File: config.mk
export PLATFORM = sky130hd
export DESIGN_NAME = act_conv_timing
export DESIGN_NICKNAME = d
export VERILOG_FILES = /design/src/logic/act_pkg.sv /design/src/logic/act_conv_timing.sv /design/src/logic/act_fifo.sv /design/src/logic/act_sync.sv
export VERILOG_INCLUDE_DIRS = /design/src /design/src/logic
export SDC_FILE = /design/constraint.sdc
export NUM_CORES = 1
export LEC_CHECK = 0
export BUFFER_PORTS_ARGS = -buffer_cell sky130_fd_sc_hd__buf_2
export CAP_MARGIN = 5
export CORE_UTILIZATION = 25
export DETAILED_ROUTE_END_ITERATION = 8
export PLACE_DENSITY = 0.43
export REMOVE_ABC_BUFFERS = 1
export SETUP_SLACK_MARGIN = 0.15
export SYNTH_ARGS = -nofsm -noshare
export SYNTH_HDL_FRONTEND = slang
export SYNTH_SLANG_ARGS = --single-unit
File: constraint.sdc
create_clock -name clk -period 3.7 [get_ports clk]
set_clock_uncertainty 0.05 [all_clocks]
set_input_delay 0.74 -clock clk [delete_from_list [all_inputs] [get_ports clk]]
set_output_delay 0.74 -clock clk [all_outputs]
set_load 0.02 [all_outputs]
File: src/logic/act_regs.svh
// Timing and encoding constants for the conversion timing block.
// Assumes a 100 MHz system clock and a 4.096 MHz nominal master clock.
`ifndef ACT_REGS_SVH
`define ACT_REGS_SVH

`define ACT_SYS_CLK_HZ 100000000
`define ACT_MCLK_HZ 4096000
`define ACT_INT_OSC_DIV (`ACT_SYS_CLK_HZ / `ACT_MCLK_HZ)
`define ACT_MOD_DIV_NORM 16
`define ACT_MOD_DIV_TURBO 8
`define ACT_START_DLY_NORM 210
`define ACT_START_DLY_TURBO 114
`define ACT_WAKE_NORM_US 50
`define ACT_WAKE_TURBO_US 25
`define ACT_WAKE_NORM_CYC (`ACT_WAKE_NORM_US * (`ACT_SYS_CLK_HZ / 1000000))
`define ACT_WAKE_TURBO_CYC (`ACT_WAKE_TURBO_US * (`ACT_SYS_CLK_HZ / 1000000))
`define ACT_EXT_EDGES 2
`define ACT_FIFO_DEPTH 8
`define ACT_DATA_W 16
`define ACT_CNT_W 20
`define ACT_RATE_20SPS 3'h0
`define ACT_RATE_5SPS 3'h0

`endif

File: src/logic/act_pkg.sv
// Types shared by the conversion timing block.
// Needs nothing from its surroundings.
package act_pkg;
    typedef enum logic [1:0] {
        ACT_MODE_NORMAL,
        ACT_MODE_DUTY,
        ACT_MODE_TURBO
    } act_mode_type;

    typedef enum logic [1:0] {
        ACT_LINE_NONE,
        ACT_LINE_BOTH,
        ACT_LINE_50,
        ACT_LINE_60
    } act_line_type;

    typedef enum {
        ACT_ST_IDLE,
        ACT_ST_WAKE,
        ACT_ST_DELAY,
        ACT_ST_CONV,
        ACT_ST_STALL
    } act_state_type;
endpackage

File: src/logic/act_conv_timing.sv
// Conversion timing control: master clock source, modulator clock,
// line-rejection select, conversion scheduling and result hand-off.
// Assumes a serial decoder on clk that pulses the command edges, and a
// filter datapath that presents its result on filt_result.
//
// Behaviour
// - Normal and duty-cycle modes: modulator clock is master clock over 16.
// - Turbo mode: modulator clock is master clock over 8.
// - Master clock comes from internal oscillator or external pin, 4.096MHz.
// - Filter settles in one conversion cycle at every data rate.
// - At 5 and 20 SPS a two-bit field picks 50, 60 or both.
// - Notches and data rates scale linearly with master clock.
// - Continuous period runs between consecutive ready falling edges.
// - First conversion starts 210 (or 114 turbo) master periods after command.
// - Single-shot time counts from command end to ready falling edge.
// - Internal oscillator adds wake-up, 50us normal or 25us turbo.
// - Oscillator wake starts on first serial rising edge of command.
// - Conversion waits until the oscillator is fully running.
// - Normal mode continuous periods per rate from fixed table.
// - Duty-cycle continuous periods from table; single-shot as normal mode except at rates 3 and 4.
// - Turbo continuous and single-shot times per rate from table.
// - Two external rising edges switch oscillator off until reset.
`timescale 1ns/1ps
`default_nettype none
`include "act_regs.svh"
module act_conv_timing import act_pkg::*; #(
    parameter int WAKE_NORM_CYC = `ACT_WAKE_NORM_CYC,
    parameter int WAKE_TURBO_CYC = `ACT_WAKE_TURBO_CYC
) (
    input wire logic clk,
    input wire logic reset,
    input wire logic ext_clk_pin,
    input wire logic reset_cmd,
    input wire logic cmd_first_rise,
    input wire logic cmd_last_fall,
    input wire logic [1:0] op_mode,
    input wire logic [2:0] data_rate,
    input wire logic continuous,
    input wire logic [1:0] line_reject,
    input wire logic [`ACT_DATA_W-1:0] filt_result,
    input wire logic rd_ready,
    output logic [`ACT_DATA_W-1:0] rd_data,
    output logic rd_valid,
    output logic result_ready_low,
    output logic modulator_clk,
    output logic [1:0] filt_line_sel,
    output logic ext_clk_active,
    output logic osc_running,
    output logic conv_busy
);
    localparam logic [4:0] OSC_DIV = 5'(`ACT_INT_OSC_DIV);

    act_state_type state_q;
    act_state_type state_d;
    logic ext_level;
    logic ext_prev_q;
    logic [1:0] ext_edges_q;
    logic ext_sel_q;
    logic osc_on_q;
    logic [12:0] wake_q;
    logic [4:0] osc_div_q;
    logic mclk_tick;
    logic ext_rise;
    logic osc_ready;
    logic turbo;
    logic [3:0] mod_div_q;
    logic mod_clk_q;
    logic [`ACT_CNT_W-1:0] cnt_q;
    logic [`ACT_CNT_W-1:0] cont_len;
    logic [`ACT_CNT_W-1:0] single_len;
    logic [`ACT_CNT_W-1:0] start_dly;
    logic [12:0] wake_len;
    logic conv_done;
    logic fifo_in_ready;
    logic fifo_out_valid;
    logic [`ACT_DATA_W-1:0] fifo_out_data;
    logic push;
    logic pop;
    logic out_valid_q;
    logic [`ACT_DATA_W-1:0] out_data_q;
    logic drdy_low_q;
    logic [1:0] line_q;
    logic line_rate_ok;
    logic start_conv;
    logic load_cnt;
    logic busy_q;

    act_sync u_ext_sync (
        .clk(clk),
        .reset(reset),
        .pin(ext_clk_pin),
        .level(ext_level)
    );

    assign ext_rise = ext_level && !ext_prev_q;
    assign turbo = (op_mode == ACT_MODE_TURBO);
    assign mclk_tick = ext_sel_q ? ext_rise
                                 : (osc_on_q && osc_div_q == 5'h00);
    assign osc_ready = ext_sel_q || (osc_on_q && wake_q == 13'h0000);
    assign wake_len = turbo ? 13'(WAKE_TURBO_CYC) : 13'(WAKE_NORM_CYC);
    assign start_dly = turbo ? `ACT_CNT_W'(`ACT_START_DLY_TURBO)
                             : `ACT_CNT_W'(`ACT_START_DLY_NORM);
    assign conv_done = mclk_tick && cnt_q == `ACT_CNT_W'(1);
    assign push = (state_q == ACT_ST_STALL) && fifo_in_ready;
    assign pop = fifo_out_valid && (!out_valid_q || rd_ready);
    // A repeated command in the same state must still reload the count
    assign load_cnt = cmd_last_fall || (state_d != state_q);
    assign start_conv = (state_d == ACT_ST_CONV || state_d == ACT_ST_DELAY)
                        && load_cnt;
    // rejection only at the lowest rates
    assign line_rate_ok = (op_mode == ACT_MODE_NORMAL &&
                           data_rate == `ACT_RATE_20SPS) ||
                          (op_mode == ACT_MODE_DUTY &&
                           data_rate == `ACT_RATE_5SPS);

    always_comb
    begin
        cont_len = `ACT_CNT_W'(205439);
        single_len = `ACT_CNT_W'(206262);
        case ({op_mode, data_rate})
            5'h00: begin cont_len = 20'd205439; single_len = 20'd206262; end
            5'h01: begin cont_len = 20'd102719; single_len = 20'd103543; end
            5'h02: begin cont_len = 20'd54784; single_len = 20'd55607; end
            5'h03: begin cont_len = 20'd27390; single_len = 20'd28217; end
            5'h04: begin cont_len = 20'd13693; single_len = 20'd14516; end
            5'h05: begin cont_len = 20'd6824; single_len = 20'd7696; end
            5'h06: begin cont_len = 20'd4071; single_len = 20'd4944; end
            5'h08: begin cont_len = 20'd819597; single_len = 20'd206262; end
            5'h09: begin cont_len = 20'd409887; single_len = 20'd103543; end
            5'h0a: begin cont_len = 20'd218735; single_len = 20'd55607; end
            5'h0b: begin cont_len = 20'd109519; single_len = 20'd28213; end
            5'h0c: begin cont_len = 20'd54895; single_len = 20'd14520; end
            5'h0d: begin cont_len = 20'd27591; single_len = 20'd7696; end
            5'h0e: begin cont_len = 20'd16663; single_len = 20'd4944; end
            5'h10: begin cont_len = 20'd102719; single_len = 20'd103166; end
            5'h11: begin cont_len = 20'd51360; single_len = 20'd51806; end
            5'h12: begin cont_len = 20'd27390; single_len = 20'd27841; end
            5'h13: begin cont_len = 20'd13693; single_len = 20'd14143; end
            5'h14: begin cont_len = 20'd6849; single_len = 20'd7295; end
            5'h15: begin cont_len = 20'd3412; single_len = 20'd3883; end
            5'h16: begin cont_len = 20'd2036; single_len = 20'd2507; end
            default: ;
        endcase
    end

    // A new command always restarts the schedule, even mid-conversion
    always_comb
    begin
        state_d = state_q;
        case (state_q)
            ACT_ST_IDLE: ;
            ACT_ST_WAKE:
                if (osc_ready)
                    state_d = continuous ? ACT_ST_DELAY : ACT_ST_CONV;
            ACT_ST_DELAY:
                if (conv_done)
                    state_d = ACT_ST_CONV;
            ACT_ST_CONV:
                if (conv_done)
                    state_d = ACT_ST_STALL;
            // Full FIFO stalls the schedule rather than dropping results
            ACT_ST_STALL:
                if (fifo_in_ready)
                    state_d = continuous ? ACT_ST_CONV : ACT_ST_IDLE;
            default: state_d = ACT_ST_IDLE;
        endcase
        if (cmd_last_fall)
            state_d = osc_ready ? (continuous ? ACT_ST_DELAY : ACT_ST_CONV)
                                : ACT_ST_WAKE;
    end

    always_ff @(posedge clk)
    begin
        if (reset)
        begin
            state_q <= ACT_ST_IDLE;
            busy_q <= 1'b0;
        end
        else
        begin
            state_q <= state_d;
            busy_q <= (state_d != ACT_ST_IDLE);
        end
    end

    // single-shot length counted in master periods
    // continuous period reloads back to back
    // all counts in this block are in master periods
    always_ff @(posedge clk)
    begin
        if (reset)
            cnt_q <= '0;
        else if (load_cnt && state_d == ACT_ST_DELAY)
            cnt_q <= start_dly;
        else if (load_cnt && state_d == ACT_ST_CONV)
            cnt_q <= continuous ? cont_len : single_len;
        else if (mclk_tick && cnt_q != '0)
            cnt_q <= cnt_q - `ACT_CNT_W'(1);
    end

    always_ff @(posedge clk)
    begin
        if (reset || reset_cmd)
        begin
            ext_prev_q <= 1'b0;
            ext_edges_q <= 2'h0;
            ext_sel_q <= 1'b0;
        end
        else
        begin
            ext_prev_q <= ext_level;
            if (ext_rise && ext_edges_q != 2'(`ACT_EXT_EDGES))
                ext_edges_q <= ext_edges_q + 2'h1;
            if (ext_edges_q == 2'(`ACT_EXT_EDGES))
                ext_sel_q <= 1'b1;
        end
    end

    // wake on first serial edge
    // Single-shot with internal clock sleeps the oscillator between results
    always_ff @(posedge clk)
    begin
        if (reset || reset_cmd)
        begin
            osc_on_q <= 1'b1;
            wake_q <= 13'h0000;
        end
        else if (ext_sel_q)
            osc_on_q <= 1'b0;
        else if (cmd_first_rise && !osc_on_q)
        begin
            osc_on_q <= 1'b1;
            wake_q <= wake_len;
        end
        else if (push && !continuous)
            osc_on_q <= 1'b0;
        else if (wake_q != 13'h0000)
            wake_q <= wake_q - 13'h0001;
    end

    always_ff @(posedge clk)
    begin
        if (reset || !osc_on_q || osc_div_q == OSC_DIV - 5'h01)
            osc_div_q <= 5'h00;
        else
            osc_div_q <= osc_div_q + 5'h01;
    end

    always_ff @(posedge clk)
    begin
        if (reset)
        begin
            mod_div_q <= 4'h0;
            mod_clk_q <= 1'b0;
        end
        else if (mclk_tick)
        begin
            mod_div_q <= mod_div_q + 4'h1;
            // At or above the limit, so a mode switch cannot stretch a half
            if (mod_div_q >= (turbo ? 4'(`ACT_MOD_DIV_TURBO / 2 - 1)
                                    : 4'(`ACT_MOD_DIV_NORM / 2 - 1)))
            begin
                mod_div_q <= 4'h0;
                mod_clk_q <= !mod_clk_q;
            end
        end
    end

    always_ff @(posedge clk)
    begin
        if (reset)
            line_q <= ACT_LINE_NONE;
        else
            line_q <= line_rate_ok ? line_reject : ACT_LINE_NONE;
    end

    act_fifo #(
        .WIDTH(`ACT_DATA_W),
        .DEPTH(`ACT_FIFO_DEPTH)
    ) u_fifo (
        .clk(clk),
        .reset(reset),
        .in_valid(state_q == ACT_ST_STALL),
        .in_ready(fifo_in_ready),
        .in_data(filt_result),
        .out_valid(fifo_out_valid),
        .out_ready(!out_valid_q || rd_ready),
        .out_data(fifo_out_data)
    );

    always_ff @(posedge clk)
    begin
        if (reset)
        begin
            out_valid_q <= 1'b0;
            out_data_q <= '0;
        end
        else if (pop)
        begin
            out_valid_q <= 1'b1;
            out_data_q <= fifo_out_data;
        end
        else if (rd_ready)
            out_valid_q <= 1'b0;
    end

    // ready low on result, high on read or start
    always_ff @(posedge clk)
    begin
        if (reset)
            drdy_low_q <= 1'b1;
        else if (push)
            drdy_low_q <= 1'b0;
        else if ((out_valid_q && rd_ready) || start_conv)
            drdy_low_q <= 1'b1;
    end

    assign rd_data = out_data_q;
    assign rd_valid = out_valid_q;
    assign result_ready_low = drdy_low_q;
    assign modulator_clk = mod_clk_q;
    assign filt_line_sel = line_q;
    assign ext_clk_active = ext_sel_q;
    assign osc_running = osc_on_q;
    assign conv_busy = busy_q;
endmodule
`default_nettype wire

File: src/logic/act_fifo.sv
// Flip-flop FIFO for conversion results, width and depth as parameters.
// Depth must be a power of two; reads and writes on the same clock.
`timescale 1ns/1ps
`default_nettype none
module act_fifo #(
    parameter int WIDTH = 16,
    parameter int DEPTH = 8
) (
    input wire logic clk,
    input wire logic reset,
    input wire logic in_valid,
    output logic in_ready,
    input wire logic [WIDTH-1:0] in_data,
    output logic out_valid,
    input wire logic out_ready,
    output logic [WIDTH-1:0] out_data
);
    localparam int AW = $clog2(DEPTH);

    logic [WIDTH-1:0] mem_q [DEPTH];
    logic [AW-1:0] wr_ptr_q;
    logic [AW-1:0] rd_ptr_q;
    logic [AW:0] count_q;
    logic push;
    logic pop;

    assign in_ready = (count_q != (AW+1)'(DEPTH));
    assign out_valid = (count_q != '0);
    assign out_data = mem_q[rd_ptr_q];
    assign push = in_valid && in_ready;
    assign pop = out_valid && out_ready;

    always_ff @(posedge clk)
    begin
        if (push)
            mem_q[wr_ptr_q] <= in_data;
    end

    always_ff @(posedge clk)
    begin
        if (reset)
        begin
            wr_ptr_q <= '0;
            rd_ptr_q <= '0;
            count_q <= '0;
        end
        else
        begin
            wr_ptr_q <= wr_ptr_q + AW'(push);
            rd_ptr_q <= rd_ptr_q + AW'(pop);
            count_q <= count_q + (AW+1)'(push) - (AW+1)'(pop);
        end
    end
endmodule
`default_nettype wire

File: src/logic/act_sync.sv
// Three-stage synchroniser for one pin; output changes once stages 2 and 3
// agree. Assumes the pin is slower than a third of clk.
`timescale 1ns/1ps
`default_nettype none
module act_sync (
    input wire logic clk,
    input wire logic reset,
    input wire logic pin,
    output logic level
);
    logic s1_q;
    logic s2_q;
    logic s3_q;
    logic level_q;

    assign level = level_q;

    always_ff @(posedge clk)
    begin
        if (reset)
        begin
            s1_q <= 1'b0;
            s2_q <= 1'b0;
            s3_q <= 1'b0;
            level_q <= 1'b0;
        end
        else
        begin
            s1_q <= pin;
            s2_q <= s1_q;
            s3_q <= s2_q;
            if (s2_q == s3_q)
                level_q <= s3_q;
        end
    end
endmodule
`default_nettype wire

# After elaboration in Yosys (flattened, before gate mapping)
# Memories as Yosys holds them, arrays and structs flattened. A register that Yosys moved wholly into a read port is not among the register bits.
# Cells that the tools add are included.
dict set report word_totals {
  elab_cells 157
  memories 1
  inputBits 31
  regBits 99
  ramBits 128
}
dict set report classes {
  n_reduce_logical 54
  addsub 9
  n_lt_le_gt_ge 1
  n_bitwise 2
  n_mux 32
  eq_ne 37
}
# name words word_bits rd rd_ports_with_merged_regs wr line_no
set mem_list {}
lappend mem_list {u_fifo.mem_q 8 16 1 1 1 act_fifo.sv:20} ;# logic [WIDTH-1:0] mem_q [DEPTH];
# cell n
set op_table {}
lappend op_table {{one-hot mux 20 bit (17 select lines)} 1}
lappend op_table {{one-hot mux 18 bit (15 select lines)} 1}
lappend op_table {{2-to-1 mux 32 bit} 5}
lappend op_table {{one-hot mux 32 bit (5 select lines)} 1}
lappend op_table {{== test 32 x 3 -> 1 bit (second input constant)} 3}
lappend op_table {{2-to-1 mux 20 bit} 4}
lappend op_table {{== test 32 x 2 -> 1 bit (second input constant)} 2}
lappend op_table {{2-to-1 mux 13 bit} 4}
lappend op_table {{== test 5 bit (second input constant)} 8}
lappend op_table {{== test 5 x 4 -> 1 bit (second input constant)} 7}
lappend op_table {{== test 32 x 1 -> 1 bit (second input constant)} 1}
lappend op_table {{== test 32 x 4 -> 1 bit (second input constant)} 1}
lappend op_table {{logical NOT 32 bit} 1}
lappend op_table {{inequality test 32 bit} 1}
lappend op_table {{nonzero test 32 bit} 1}
lappend op_table {{== test 20 x 1 -> 1 bit (second input constant)} 1}
lappend op_table {{nonzero test 20 bit} 1}
lappend op_table {{subtractor 20 x 1 -> 20 bit (second input constant)} 1}
lappend op_table {{logical AND 1 bit} 16}
lappend op_table {{OR reduction 2 bit} 8}
lappend op_table {{== test 5 x 3 -> 1 bit (second input constant)} 3}
lappend op_table {{logical NOT 13 bit} 1}
lappend op_table {{nonzero test 13 bit} 1}
lappend op_table {{subtractor 13 x 1 -> 13 bit (second input constant)} 1}
lappend op_table {{30 further kinds} 61}

# Longest topological paths before layout
dict set report logic_depth {
  ltp_word 13
  ltp_mapped 11
  mapped_depth_nobuf 10
}

# By module
# A second synthesis with hierarchy kept.
dict set report unflattened {
  hier_cells 952
  hier_area_um2 10993.0
}
# mod area_each_um2 n_inst cells_each
set by_module_without_submodules {}
lappend by_module_without_submodules {act_fifo 5491.5 1 250}
lappend by_module_without_submodules {act_conv_timing 5388.9 1 692}
lappend by_module_without_submodules {act_sync 112.6 1 10}

# Worst setup path after synthesis
# No wires, ideal clock.
dict set report synth_timing {
  path_type {flip-flop to flip-flop}
  from {register u_fifo.count_q[2]}
  to {memory u_fifo.mem_q[4][0] (enable)}
  setup_slack_ns 0.451
  arrival_time_ns 2.789
  stages_incl_launch_ff 8
  n_path_buf 0
  synth_period_minus_slack_ns 3.249
  required_time_ns 3.241
  path_cell_list {dfxtp_1 -> inv_1 -> ha_1 -> nor3b_1 -> or4_1 -> nor4_2 -> nand2_1 -> nor3_1}
}
dict set report synth_via {
  elab_chain_len 4
}
# element line_no
set synth_rtl {}
lappend synth_rtl {{start, declared} act_fifo.sv:23} ;# logic [AW:0] count_q;
lappend synth_rtl {{start signal, assigned} act_fifo.sv:51} ;# count_q <= count_q + (AW+1)'(push) - (AW+1)'(pop);
lappend synth_rtl {{inequality test 4 bit} act_fifo.sv:27} ;# assign in_ready = (count_q != (AW+1)'(DEPTH));
lappend synth_rtl {{logical AND 1 bit} act_fifo.sv:30} ;# assign push = in_valid && in_ready;
lappend synth_rtl {{2-to-1 mux 1 bit} act_fifo.sv:35} ;# if (push)
lappend synth_rtl {{2-to-1 mux 1 bit (implied by the code)} act_fifo.sv:36} ;# mem_q[wr_ptr_q] <= in_data;
lappend synth_rtl {{end, declared} act_fifo.sv:20}
# Every way passes these cells.

# Worst setup path in the final report
dict set report layout_timing {
  from {register osc_div_q[0]}
  to {register cnt_q[3]}
}
dict set report layout_via {
  elab_chain_len 12
}
# element line_no
set layout_rtl {}
lappend layout_rtl {{start, declared} act_conv_timing.sv:61} ;# logic [4:0] osc_div_q;
lappend layout_rtl {{start signal, assigned} act_conv_timing.sv:246} ;# osc_div_q <= osc_div_q + 5'h01;
lappend layout_rtl {{logical NOT 5 bit (*)} act_conv_timing.sv:98} ;# : (osc_on_q && osc_div_q == 5'h00);
lappend layout_rtl {{logical AND 1 bit (*)} act_conv_timing.sv:98}
lappend layout_rtl {{2-to-1 mux 1 bit (*)} act_conv_timing.sv:97} ;# assign mclk_tick = ext_sel_q ? ext_rise
lappend layout_rtl {{logical AND 1 bit} act_conv_timing.sv:103} ;# assign conv_done = mclk_tick && cnt_q == `ACT_CNT_W'(1);
lappend layout_rtl {{2-to-1 mux 32 bit (on tied branches)} {act_conv_timing.sv:159, act_conv_timing.sv:156}}
lappend layout_rtl {{one-hot mux 32 bit (5 select lines)} act_conv_timing.sv:150} ;# case (state_q)
lappend layout_rtl {{2-to-1 mux 32 bit} act_conv_timing.sv:167} ;# if (cmd_last_fall)
lappend layout_rtl {{inequality test 32 bit} act_conv_timing.sv:107} ;# assign load_cnt = cmd_last_fall || (state_d != state_q);
lappend layout_rtl {{logical OR 1 bit} act_conv_timing.sv:107}
lappend layout_rtl {{logical AND 1 bit} act_conv_timing.sv:195} ;# else if (load_cnt && state_d == ACT_ST_CONV)
lappend layout_rtl {{2-to-1 mux 20 bit} act_conv_timing.sv:195}
lappend layout_rtl {{2-to-1 mux 20 bit} act_conv_timing.sv:193} ;# else if (load_cnt && state_d == ACT_ST_DELAY)
lappend layout_rtl {{end signal, assigned} act_conv_timing.sv:194} ;# cnt_q <= start_dly;
lappend layout_rtl {{end signal, assigned} act_conv_timing.sv:196} ;# cnt_q <= continuous ? cont_len : single_len;
lappend layout_rtl {{end signal, assigned} act_conv_timing.sv:198} ;# cnt_q <= cnt_q - `ACT_CNT_W'(1);
lappend layout_rtl {{end, declared} act_conv_timing.sv:68} ;# logic [`ACT_CNT_W-1:0] cnt_q;
# Every way passes the cells marked *; elsewhere a longest branch is shown, timed or not.
# A chain may end at the register's enable or synchronous reset.

==> out/results.ini <==
[outcome]
status=complete, no violations

[detailed_routing]
wirelength_mm=27.57
ant_nets=0
wl_per_cell_um=17.05
wl_met3_mm=1.300
first_pass_iters=5
drt-initial-drc-count=420
via_per_inst=4.643
post-route-drc-count=0
vias=7508
met2_wirelength_mm=12.91
wl_met1_mm=12.67
highest_layer=met5

[logic_synthesis]
synth_cell_types=81
synthCells=925
synthFlopType=edfxtp_1
synth_enable_flop_cells=128
yosysSeqAreaShare=0.5664
mappedNetlistArea_sq_mm=0.01085
synthArstFlopShare=0
postSynthAreaPerCell_sq_um=11.73
ys_warn_count=0
ys_ff_latch=243

[place]
gp_congestion=0.8842
pre_cts_ws_ns=0.5000
portBuffers=54
hpwl_mm=17.88

[grt]
grt_usage=0.1270
gr-total-overflow=0
antenna_found_initial=3
grt_max_degree=38
grt_pass1_wl_mm=43.66
grt_pass1_vias=7442

[sta]
hold_viol=0
max_clock_freq_mhz=318.3
timing.final.crit_share=0.8491
timing.final.max_slew_violations=0
layout_min_cycle_time_ns=3.142
rsz0062_at_grt=no
setup_ws_ns=0.5583
maxSlewHeadroom=0.4699
whs_ns=0.3575
worstMarginPinSlew_ns=0.7851
setup_viol=0
finalSetupTns_ns=0

[die]
die_w_um=210.3
die_height_um=210.3
initial_core_util=0.2558
num_rows=75
die_area_sq_mm=0.04424
io_pins=55
core_area_sq_mm=0.04242

[critical_path]
cp-end-kind=register
worstSetupPathType=register to register
crit_path_start_kind=register
critPathRequiredTime_ns=4.05
cp_max_fo=13
crit_arrival_ns=3.50

[power_and_ir_drop]
ir_drop_mv=0.4413
p_leak_nw=4.513
power_per_cell_area_mw_per_mm2=707.3

[finish]
drive_gt1_frac=0.1962
n_antenna_cell=0
layout_common_cells=edfxtp_1, dfxtp_1, nor2_1, nand2_1, buf_2
syn_to_final_growth_pct=19.60
fin_nets=1073
layout_commonest_cell=edfxtp_1

[clock_network]
cts_made_buffers=26
clock-sinks=243
cts.clk_slew.worst_paths_ns=0.06
cts_hold_buf=0
cts_setup_buffers=0
cts-htree-levels=1
cts_resized=0
clkLatencyLatePin_ns=0.55
cts_tree=done
cts_root_buf=clkbuf_16
cts.path.max_buffers=3

[worst_hold_path]
hold_class=input port to register

[job]
cap_viol_max_count=0

## cells by family after synthesis
family          after synthesis  share of synthesized area
simple gates                282                     0.1318
flops                       243                     0.5664
compound gates              207                     0.1304
buf+inv                      81                    0.02998
mux                          56                    0.08878
xor+xnor                     34                    0.02744
fa+ha+maj                    21                    0.02490
other cells                   1                  0.0003456
## metal layers
metal / vias to the layer above / global-route usage
met3: 46 / 0.02548
li1: 3662 / -
met5: - / 0
met4: 6 / 0.03473
met1: 3617 / 0.1686
met2: 177 / 0.2094
## state kept, by name (all words and copies together) (netlist names), 2 cells and up
register and flops:
u_fifo.count_q 4, filt_line_sel 2, osc_div_q 5, rd_data 16, mod_div_q 4, cnt_q 20, ext_edges_q 2, u_fifo.wr_ptr_q 3
state_q 32, wake_q 13, u_fifo.mem_q 128, u_fifo.rd_ptr_q 3
## synthesized netlist by cell type, drive strengths merged, types with 23 or more instances
master / instances / area share
a211oi: 37 / 0.027
a21oi: 48 / 0.022
clkbuf: 39 / 0.013
dfxtp: 115 / 0.21
edfxtp: 128 / 0.35
inv: 26 / 0.0090
mux4: 32 / 0.066
nand2: 56 / 0.020
nor2: 99 / 0.035
nor3: 24 / 0.011
o21ai: 41 / 0.019
xnor2: 23 / 0.019
## worst paths after layout
check / slack [ns] / cells after the start / endpoint / start
worst min-delay path: 0.36 / 2 / filt_line_sel[1] / line_reject[1]
worst min register to register: 0.38 / 1 / u_ext_sync.s2_q / u_ext_sync.s1_q
worst max-delay path: 0.56 / 10 / cnt_q[3] / osc_div_q[0]
worst max register to register: 0.56 / 10 / cnt_q[3] / osc_div_q[0]
## report_power, final
group          switching [mW]  internal [mW]  total, mW  leakage, nW
clock                    1.08           1.68       2.76        0.449
combinational            1.73           1.33       3.06         1.96
sequential              0.232           3.13       3.36         2.10
## final cells by class
type,instances,area [sq um]
Clock buffer,35,734.5
Tap cell,577,721.9
Timing Repair Buffer,92,555.5
Clock inverter,12,188.9
Multi-Input combinational cell,629,4522
Fill cell,4388,29440
Inverter,29,108.9
Sequential cell,243,6147
## stage by stage
| step | cell area (sq um) | util | total power, mW | cells |
|---|---|---|---|---|
| 6_report | 12980 | 0.3060 | 9.180 | 1617 |
| 4_1_cts | 12980 | 0.3060 | 9.322 | 1617 |
| 3_5_place_dp | 12060 | 0.2842 | 6.499 | 1570 |
| 5_1_grt | 12980 | 0.3060 | 9.811 | 1617 |
| 2_1_floorplan | 10740 | - | 5.583 | 901 |
| 3_3_place_gp | 12060 | 0.2842 | 6.507 | 1570 |
## critical path: stages (launching register included)
cell and delay [ns]:
dfxtp_1 0.33, inv_1 0.06, ha_1 0.13, nor4b_1 0.28, a22oi_1 0.24, buf_4 0.24, or4_1 0.55, a31oi_1 0.21
or2b_2 0.31, nand2_4 0.17, o41ai_1 0.43
Note: power is estimated with default switching activity, not from simulation.
